--- config.mk ---
export PLATFORM = sky130hd
export DESIGN_NAME = program_counter_and_pointers
export DESIGN_NICKNAME = d
export VERILOG_FILES = /design/src/rtl/pcp_pkg.sv /design/src/rtl/program_counter_and_pointers.sv /design/src/rtl/skip_eval.sv /design/src/rtl/pointer_pair.sv
export VERILOG_INCLUDE_DIRS = /design/src /design/src/rtl
export SDC_FILE = /design/constraint.sdc
export NUM_CORES = 1
export LEC_CHECK = 0
export BUFFER_PORTS_ARGS = -buffer_cell sky130_fd_sc_hd__buf_4
export CAP_MARGIN = 20
export CORE_UTILIZATION = 51
export DETAILED_ROUTE_END_ITERATION = 10
export PLACE_DENSITY = 0.8
export SYNTH_ARGS = -nofsm -noshare
export SYNTH_HDL_FRONTEND = slang
export SYNTH_HIERARCHICAL = 1
export SYNTH_SLANG_ARGS = --single-unit
export TNS_END_PERCENT = 30
--- constraint.sdc ---
create_clock -name i_core_clk -period 15.5 [get_ports i_core_clk]
set_input_delay 0.775 -clock i_core_clk [delete_from_list [all_inputs] [get_ports i_core_clk]]
set_output_delay 0.775 -clock i_core_clk [all_outputs]
set_load 0.03 [all_outputs]
--- src/rtl/pcp_consts.svh ---
// Address map, reset values and step constants of the counter and pointer unit
`ifndef PCP_CONSTS_SVH
`define PCP_CONSTS_SVH
`define ADDR_PTR1_LOW   8'h80
`define ADDR_PTR1_HIGH  8'h81
`define ADDR_RESULT     8'h82
`define ADDR_PTR2_LOW   8'h83
`define ADDR_PTR2_HIGH  8'h84
`define ADDR_WORK_LAST  8'h87
`define ADDR_CNT_LOWER  8'hce
`define ADDR_CNT_UPPER  8'hcf
`define CNT_RESET       12'h000
`define CNT_STEP        12'h001
`define CNT_SKIP        12'h002
`define UPPER_CARRY     4'h1
`define INC_DEC_STEP    8'h01
`define INC_WRAP_FROM   8'hff
`define DEC_SKIP_FROM   8'h01
`define BYTE_RESET      8'h00
`endif

--- src/rtl/pcp_pkg.sv ---
// Operation codes passed from the instruction decoder to the counter unit
package pcp_pkg;
  // One code per instruction class that touches the counter or the pointers
  typedef enum logic [4:0] {
    OP_PLAIN         = 5'h00,
    OP_JUMP          = 5'h01,
    OP_CALL          = 5'h02,
    OP_CMP_IMM       = 5'h03,
    OP_CMP_MEM       = 5'h04,
    OP_INC_TO_ACCUM  = 5'h05,
    OP_INC_MEM       = 5'h06,
    OP_DEC_TO_ACCUM  = 5'h07,
    OP_DEC_MEM       = 5'h08,
    OP_BIT_CLR       = 5'h09,
    OP_BIT_SET       = 5'h0a,
    OP_MOV_IMM_ACCUM = 5'h0b,
    OP_MOV_IMM_REG   = 5'h0c,
    OP_LOAD_DIRECT   = 5'h0d,
    OP_STORE_DIRECT  = 5'h0e,
    OP_ADD_LOWER     = 5'h0f,
    OP_ADC_LOWER     = 5'h10,
    OP_SUB_LOWER     = 5'h11,
    OP_TABLE         = 5'h12
  } op_t;
endpackage : pcp_pkg

--- src/rtl/program_counter_and_pointers.sv ---
// Instruction address counter, pointer pairs and table result register
`timescale 1ns/1ps
`default_nettype none
`include "pcp_consts.svh"
module program_counter_and_pointers (
  input  wire logic         i_core_clk,    // Instruction clock
  input  wire logic         i_rst,         // Synchronous reset, high
  input  wire logic         i_exec,        // One instruction completes
  input  wire pcp_pkg::op_t i_op,          // Decoded operation
  input  wire logic [11:0]  i_target,      // Jump or call destination
  input  wire logic [7:0]   i_imm,         // Immediate operand
  input  wire logic [7:0]   i_addr,        // Direct data address, bank 0
  input  wire logic [2:0]   i_bit_sel,     // Bit number for bit tests
  input  wire logic [7:0]   i_accum,       // Accumulator value
  input  wire logic         i_carry,       // Carry flag for add-with-carry
  input  wire logic [7:0]   i_mem_rdata,   // Data memory operand
  input  wire logic [15:0]  i_rom_word,    // Program word at table address
  output logic      [11:0]  o_fetch_addr,  // Address of next fetch
  output logic      [15:0]  o_ind_one_addr,// Bank and location, first pair
  output logic      [15:0]  o_ind_two_addr,// Bank and location, second pair
  output logic      [11:0]  o_table_addr,  // Program address for lookups
  output logic      [7:0]   o_result_reg,  // Table result register
  output var logic          o_accum_we,    // Accumulator write strobe
  output var logic  [7:0]   o_accum_wdata, // Accumulator write data
  output var logic          o_mem_we,      // External data memory write
  output var logic  [7:0]   o_mem_addr,    // External write address
  output var logic  [7:0]   o_mem_wdata,   // External write data
  output var logic          o_skipped      // Last instruction skipped
);

  logic [11:0] cnt_q;       // Instruction address counter
  logic [11:0] cnt_d;       // Next counter value
  logic [11:0] stepped;     // Counter after step or skip
  logic [7:0]  result_q;    // Table result register
  logic [7:0]  ptr1_low;    // First pair, location half
  logic [7:0]  ptr1_high;   // First pair, bank half
  logic [7:0]  ptr2_low;    // Second pair, location half
  logic [7:0]  ptr2_high;   // Second pair, bank half
  logic        own_hit;     // Address falls on a register held here
  logic [7:0]  own_rdata;   // Value of that register
  logic [7:0]  operand;     // Memory operand seen by the instruction
  logic        skip;        // Skip condition is true
  logic [7:0]  step_val;    // Operand after increment or decrement
  logic        imm_ok;      // Immediate target is a working register
  logic        wr_en;       // Instruction writes the data address
  logic [7:0]  wr_data;     // Value written there
  logic        accum_we_d;  // Next accumulator strobe
  logic [7:0]  accum_wd_d;  // Next accumulator data
  logic        carry_in;    // Carry used by add-with-carry
  logic [8:0]  add_sum;     // Lower byte plus accumulator
  logic [7:0]  sub_diff;    // Lower byte minus accumulator
  logic [3:0]  upper_now;   // Upper part, for checks
  logic        is_table;    // Table lookup in this cycle

  // Register reads at a direct address: held registers answer here
  always_comb begin
    own_hit   = 1'b1;
    own_rdata = `BYTE_RESET;
    if (i_addr == `ADDR_PTR1_LOW) begin
      own_rdata = ptr1_low;
    end else if (i_addr == `ADDR_PTR1_HIGH) begin
      own_rdata = ptr1_high;
    end else if (i_addr == `ADDR_RESULT) begin
      own_rdata = result_q;
    end else if (i_addr == `ADDR_PTR2_LOW) begin
      own_rdata = ptr2_low;
    end else if (i_addr == `ADDR_PTR2_HIGH) begin
      own_rdata = ptr2_high;
    end else if (i_addr == `ADDR_CNT_LOWER) begin
      own_rdata = cnt_q[7:0];
    end else if (i_addr == `ADDR_CNT_UPPER) begin
      own_rdata = {4'h0, cnt_q[11:8]};
    end else begin
      own_hit = 1'b0;
    end
  end

  // Operand comes from here or from external data memory
  assign operand = own_hit ? own_rdata : i_mem_rdata;

  // Immediate writes reach only the working registers
  assign imm_ok = (i_addr >= `ADDR_PTR1_LOW) && (i_addr <= `ADDR_WORK_LAST);

  assign is_table  = i_exec && (i_op == pcp_pkg::OP_TABLE);
  assign upper_now = cnt_q[11:8];

  // Skip condition and stepped operand
  skip_eval u_skip (
    .i_op      (i_op),
    .i_operand (operand),
    .i_imm     (i_imm),
    .i_accum   (i_accum),
    .i_bit_sel (i_bit_sel),
    .o_skip    (skip),
    .o_result  (step_val)
  );

  // Data-address write of the current instruction
  always_comb begin
    wr_en   = 1'b0;
    wr_data = i_accum;
    case (i_op)
      pcp_pkg::OP_STORE_DIRECT: begin
        wr_en = 1'b1;
      end
      pcp_pkg::OP_INC_MEM, pcp_pkg::OP_DEC_MEM: begin
        wr_en   = 1'b1;
        wr_data = step_val;
      end
      pcp_pkg::OP_MOV_IMM_REG: begin
        wr_en   = imm_ok;
        wr_data = i_imm;
      end
      default: begin
        wr_en = 1'b0;
      end
    endcase
    wr_en = wr_en && i_exec;
  end

  // Accumulator write of the current instruction
  always_comb begin
    accum_we_d = i_exec;
    accum_wd_d = i_accum;
    case (i_op)
      pcp_pkg::OP_MOV_IMM_ACCUM: begin
        accum_wd_d = i_imm;
      end
      pcp_pkg::OP_LOAD_DIRECT: begin
        accum_wd_d = operand;
      end
      pcp_pkg::OP_INC_TO_ACCUM, pcp_pkg::OP_DEC_TO_ACCUM: begin
        accum_wd_d = step_val;
      end
      pcp_pkg::OP_TABLE: begin
        accum_wd_d = i_rom_word[7:0];
      end
      default: begin
        accum_we_d = 1'b0;
      end
    endcase
  end

  // Next counter value
  always_comb begin
    carry_in = (i_op == pcp_pkg::OP_ADC_LOWER) && i_carry;
    add_sum  = {1'b0, cnt_q[7:0]} + {1'b0, i_accum} + {8'h00, carry_in};
    sub_diff = cnt_q[7:0] - i_accum;
    stepped  = cnt_q + (skip ? `CNT_SKIP : `CNT_STEP);
    cnt_d    = cnt_q;
    if (i_exec) begin
      case (i_op)
        pcp_pkg::OP_JUMP, pcp_pkg::OP_CALL: begin
          cnt_d = i_target;
        end
        pcp_pkg::OP_ADD_LOWER, pcp_pkg::OP_ADC_LOWER: begin
          cnt_d[7:0] = add_sum[7:0];
          if (add_sum[8]) begin
            cnt_d[11:8] = cnt_q[11:8] + `UPPER_CARRY;
          end
        end
        pcp_pkg::OP_SUB_LOWER: begin
          cnt_d = {cnt_q[11:8], sub_diff};
        end
        default: begin
          if (wr_en && (i_addr == `ADDR_CNT_LOWER)) begin
            cnt_d = {cnt_q[11:8], wr_data};
          end else if (wr_en && (i_addr == `ADDR_CNT_UPPER)) begin
            cnt_d = {wr_data[3:0], stepped[7:0]};
          end else begin
            cnt_d = stepped;
          end
        end
      endcase
    end
  end

  // Counter register, cleared by every reset
  always_ff @(posedge i_core_clk) begin
    if (i_rst) begin
      cnt_q <= `CNT_RESET;
    end else begin
      cnt_q <= cnt_d;
    end
  end

  // Table result register, loaded by lookups or by writes
  always_ff @(posedge i_core_clk) begin
    if (i_rst) begin
      result_q <= `BYTE_RESET;
    end else if (is_table) begin
      result_q <= i_rom_word[15:8];
    end else if (wr_en && (i_addr == `ADDR_RESULT)) begin
      result_q <= wr_data;
    end
  end

  // First pointer pair
  pointer_pair #(.W(8)) u_ptr_one (
    .i_core_clk (i_core_clk),
    .i_rst      (i_rst),
    .i_we_low   (wr_en && (i_addr == `ADDR_PTR1_LOW)),
    .i_we_high  (wr_en && (i_addr == `ADDR_PTR1_HIGH)),
    .i_wdata    (wr_data),
    .o_low      (ptr1_low),
    .o_high     (ptr1_high)
  );

  // Second pointer pair
  pointer_pair #(.W(8)) u_ptr_two (
    .i_core_clk (i_core_clk),
    .i_rst      (i_rst),
    .i_we_low   (wr_en && (i_addr == `ADDR_PTR2_LOW)),
    .i_we_high  (wr_en && (i_addr == `ADDR_PTR2_HIGH)),
    .i_wdata    (wr_data),
    .o_low      (ptr2_low),
    .o_high     (ptr2_high)
  );

  // Address outputs straight from the registers
  assign o_fetch_addr   = cnt_q;
  assign o_ind_one_addr = {ptr1_high, ptr1_low};
  assign o_ind_two_addr = {ptr2_high, ptr2_low};
  assign o_table_addr   = {ptr2_high[3:0], ptr2_low};
  assign o_result_reg   = result_q;

  // Accumulator write port, one cycle after the instruction
  always_ff @(posedge i_core_clk) begin
    if (i_rst) begin
      o_accum_we    <= 1'b0;
      o_accum_wdata <= `BYTE_RESET;
    end else begin
      o_accum_we    <= accum_we_d;
      o_accum_wdata <= accum_wd_d;
    end
  end

  // External memory write port; held registers never go out
  always_ff @(posedge i_core_clk) begin
    if (i_rst) begin
      o_mem_we    <= 1'b0;
      o_mem_addr  <= `BYTE_RESET;
      o_mem_wdata <= `BYTE_RESET;
    end else begin
      o_mem_we    <= wr_en && !own_hit;
      o_mem_addr  <= i_addr;
      o_mem_wdata <= wr_data;
    end
  end

  // Skip indicator for the decoder, one pulse per skipped slot
  always_ff @(posedge i_core_clk) begin
    if (i_rst) begin
      o_skipped <= 1'b0;
    end else begin
      o_skipped <= i_exec && skip;
    end
  end
endmodule : program_counter_and_pointers
`default_nettype wire

--- src/rtl/skip_eval.sv ---
// Skip condition and stepped operand for the conditional-skip instructions
`timescale 1ns/1ps
`default_nettype none
`include "pcp_consts.svh"
module skip_eval (
  input  wire pcp_pkg::op_t i_op,      // Decoded operation
  input  wire logic [7:0]   i_operand, // Memory operand value
  input  wire logic [7:0]   i_imm,     // Immediate operand
  input  wire logic [7:0]   i_accum,   // Accumulator value
  input  wire logic [2:0]   i_bit_sel, // Number of tested bit
  output logic              o_skip,    // Next instruction is skipped
  output logic [7:0]        o_result   // Operand after inc or dec
);
  // Decide the skip and form the stepped value
  always_comb begin
    o_result = i_operand;
    o_skip   = 1'b0;
    case (i_op)
      pcp_pkg::OP_CMP_IMM: begin
        o_skip = (i_accum == i_imm);
      end
      pcp_pkg::OP_CMP_MEM: begin
        o_skip = (i_accum == i_operand);
      end
      pcp_pkg::OP_INC_TO_ACCUM, pcp_pkg::OP_INC_MEM: begin
        o_result = i_operand + `INC_DEC_STEP;
        o_skip   = (i_operand == `INC_WRAP_FROM);
      end
      pcp_pkg::OP_DEC_TO_ACCUM, pcp_pkg::OP_DEC_MEM: begin
        o_result = i_operand - `INC_DEC_STEP;
        o_skip   = (i_operand == `DEC_SKIP_FROM);
      end
      pcp_pkg::OP_BIT_CLR: begin
        o_skip = !i_operand[i_bit_sel];
      end
      pcp_pkg::OP_BIT_SET: begin
        o_skip = i_operand[i_bit_sel];
      end
      default: begin
        o_skip = 1'b0;
      end
    endcase
  end
endmodule : skip_eval
`default_nettype wire

--- src/rtl/pointer_pair.sv ---
// One pair of byte registers forming a bank and location pointer
`timescale 1ns/1ps
`default_nettype none
module pointer_pair #(
  parameter int W = 8 // Width of each half
) (
  input  wire logic         i_core_clk, // Core clock
  input  wire logic         i_rst,      // Synchronous reset
  input  wire logic         i_we_low,   // Write low half
  input  wire logic         i_we_high,  // Write high half
  input  wire logic [W-1:0] i_wdata,    // Write data
  output logic      [W-1:0] o_low,      // Location half
  output logic      [W-1:0] o_high      // Bank half
);
  // Low half, also usable as plain working storage
  always_ff @(posedge i_core_clk) begin
    if (i_rst) begin
      o_low <= '0;
    end else if (i_we_low) begin
      o_low <= i_wdata;
    end
  end

  // High half, also usable as plain working storage
  always_ff @(posedge i_core_clk) begin
    if (i_rst) begin
      o_high <= '0;
    end else if (i_we_high) begin
      o_high <= i_wdata;
    end
  end
endmodule : pointer_pair
`default_nettype wire

==> impl_metrics.env <==
export IMPL_syn_nets=859
export IMPL_setup_tns_final_ps=0
export IMPL_grt_max_degree=76
export IMPL_max_slew_margin_rel=0.245
export IMPL_holdPathStages=2
export IMPL_power_mw=0.595
export IMPL_cts_hold_buf=0
export IMPL_reg2reg_slack_ps=10460
export IMPL_die_width_um=112
export IMPL_drv_slew=0
export IMPL_cts_setup_buffers=0
export IMPL_cts_root_buf="clkbuf_16"
export IMPL_core_sq_mm=0.0116
export IMPL_netlist_area_sq_mm=0.00620
export IMPL_cts_made_buffers=9
export IMPL_syn_area_per_cell_sq_um=8.12
export IMPL_clockBufferDepth=2
export IMPL_cp_data_arrival_time_ps=6780
export IMPL_start_kind="input port"
export IMPL_ant_nets=0
export IMPL_violations="DRC"
export IMPL_die_y_um=112
export IMPL_place_area_sq_mm=0.00733
export IMPL_r2r_start="u_ptr_two/o_high[6]"
export IMPL_ys_flop_type="dfxtp_1"
export IMPL_hp_class="reg -> reg"
export IMPL_fin_area_sq_mm=0.00765
export IMPL_clk_pin_slew_ps=60
export IMPL_hold_violations=0
export IMPL_place_gp_congestion=1.00
export IMPL_dp_slack_ps=8860
export IMPL_grt_total_usage=0.373
export IMPL_power_switching_mw=0.187
export IMPL_cts_tree="built"
export IMPL_crit_path_max_fanout=16
export IMPL_syn_inst=763
export IMPL_synth_distinct_cells=90
export IMPL_critPathKind="in -> reg"
export IMPL_vias=6737
export IMPL_final_common_cell="buf_4"
export IMPL_worst_pin_slew_ps=1130
export IMPL_p_leak_nw=3.21
export IMPL_grt_pass1_vias=6472
export IMPL_fin_cells=1032
export IMPL_layout_nets=981
export IMPL_dp_cells=1017
export IMPL_p_per_area_mw_per_mm2=77.7
export IMPL_min_delay_start="u_ptr_one/o_low[1]"
export IMPL_layout_common_cells="173 x buf_4, 79 x dfxtp_1, 78 x nor2_1, 71 x nand2_1, 46 x mux2i_1"
export IMPL_combPwrFrac=0.248
export IMPL_fin_crit_sh=0.422
export IMPL_status="finished, violations left"
export IMPL_antenna_found_initial=0
export IMPL_rows=39
export IMPL_async_flop_share=0
export IMPL_setup_ws_ps=8960
export IMPL_worstReg2RegEnd="o_fetch_addr[10]"
export IMPL_p_int_mw=0.407
export IMPL_irDropWorstVdd_uv=53.0
export IMPL_max_cap_violations=0
export IMPL_hpwlAfterDp_um=17300
export IMPL_netSwitchingFraction=0.315
export IMPL_synth_seq_cells=79
export IMPL_grt_pass1_wl_um=36600
export IMPL_critPathRequiredTime_ps=15740
export IMPL_cts_sinks=79
export IMPL_overflow=0
export IMPL_drt_wl_total_um=23400
export IMPL_seqPwrFrac=0.365
export IMPL_cp_end_kind="flip-flop"
export IMPL_largest_reg_flops=12
export IMPL_h_tree_depth=3
export IMPL_clock_latency_ps=340
export IMPL_drt_iter0_drc=1025
export IMPL_route_detailed_drc=10
export IMPL_dr_pass1_iters=11
export IMPL_wl_per_cell_um=22.7
export IMPL_rr_worst_depth=19
export IMPL_viasPerCell=6.53
export IMPL_finClkSkew_ps=9.35
export IMPL_cts_resized=0
export IMPL_finalSetupViolations=0
export IMPL_dieArea_sq_mm=0.0126
export IMPL_power_frac_clock=0.387
export IMPL_area_growth_syn_to_layout_pct=23.5
export IMPL_fin_crit_ps=6540
export IMPL_rsz0062_at_grt="false"
export IMPL_fmax_ghz=0.153
export IMPL_numPortBuffers=162
export IMPL_worstHoldEndpoint="u_ptr_one/o_low[1]"
export IMPL_yosysSeqAreaShare=0.255
export IMPL_yosysWarnings=6
export IMPL_initial_utilization=0.534
export IMPL_nFillCells=1002
export IMPL_synth_enable_flop_cells=0
export IMPL_pin_count=163
export IMPL_antenna_cells=0
export IMPL_drive_gt1_frac=0.249
cell type report:
cell class	instances	area, sq um	share of cell area
clock inverter	6	93.8	0.0123
clock buffer	9	225	0.0294
tap	143	179	0.0234
inverter	31	116	0.0152
multi-input combinational	591	4160	0.543
timing repair buffer	173	1300	0.170
sequential	79	1580	0.207
per-layer routing:
metal / vias to the layer above / routed length [um] / share of wire / global-route usage
li1: 3060 / - / - / -
met1: 3173 / 9790 / 0.42 / 0.514
met2: 449 / 10400 / 0.44 / 0.566
met3: 55 / 2530 / 0.11 / 0.0794
met4: 0 / 698 / 0.030 / 0.156
met5: - / 0 / 0 / 0
cells by family after synthesis:
| group | synth area share |
|---|---|
| simple gates | 0.223 |
| compound gates | 0.266 |
| buf+inv | 0.0769 |
| flops | 0.255 |
| mux | 0.0876 |
| xor+xnor | 0.0382 |
| fa+ha+maj | 0.0533 |
worst max-delay path by stage:
stage	start	end	slack [ps]	cells past startpoint
2_1_floorplan	i_addr[5]	o_fetch_addr[10]	10030	19
3_3_place_gp	i_addr[5]	o_fetch_addr[10]	9180	20
3_5_place_dp	i_addr[5]	o_fetch_addr[10]	8860	20
4_1_cts	i_addr[5]	o_fetch_addr[10]	9180	20
5_1_grt	i_addr[5]	o_fetch_addr[10]	8510	20
6_report	i_addr[5]	o_fetch_addr[10]	8960	20
worst max-delay path: stages:
cell      delay (ps)
buf_4            120
nor3b_1          690
and2_0           760
a21boi_0         480
nand2_1          150
o21ai_0          390
mux4_2           600
mux2i_1          170
mux2i_1          100
a211oi_1         210
o31ai_1          140
inv_1            140
ha_1             190
inv_1             60
fa_1             420
or4_1            600
nor3b_1          260
a31oi_1          110
a21boi_0         160
o32ai_1          240
power by group through the flow:
stage               sequential [mW]  combinational [mW]  clock, mW
global route                  0.218               0.157      0.240
detailed placement            0.221               0.143          0
CTS                           0.217               0.144      0.232
finish                        0.217               0.147      0.230
global placement              0.221               0.141          0
floorplan                     0.232              0.0770          0
through the flow:
step / util / hold WS, ps
floorplan: - / 641
CTS: 0.659 / 529
global route: 0.659 / 559
detailed placement: 0.632 / 513
global placement: 0.631 / 503
finish: 0.659 / 529
cell usage after synthesis (8+ instances only):
library cell / n / area [sq um]
dfxtp_1: 79 / 1580
nor2_1: 78 / 293
nand2_1: 71 / 267
mux2i_1: 46 / 460
a21oi_1: 39 / 195
inv_1: 30 / 113
o21ai_0: 29 / 145
clkbuf_1: 22 / 82.6
ha_1: 20 / 250
xnor2_1: 20 / 175
nor2b_1: 17 / 106
nor3_1: 16 / 80.1
a22oi_1: 15 / 113
buf_4: 15 / 113
a21o_1: 12 / 90.1
nand2b_1: 12 / 75.1
a211oi_1: 11 / 82.6
a221oi_1: 11 / 96.3
buf_2: 11 / 55.1
a31oi_1: 9 / 56.3
nor3b_1: 9 / 67.6
o211ai_1: 9 / 67.6
o31ai_1: 9 / 67.6
a222oi_1: 8 / 80.1
nand3_1: 8 / 40.0
Note: power is estimated with default switching activity, not from simulation.
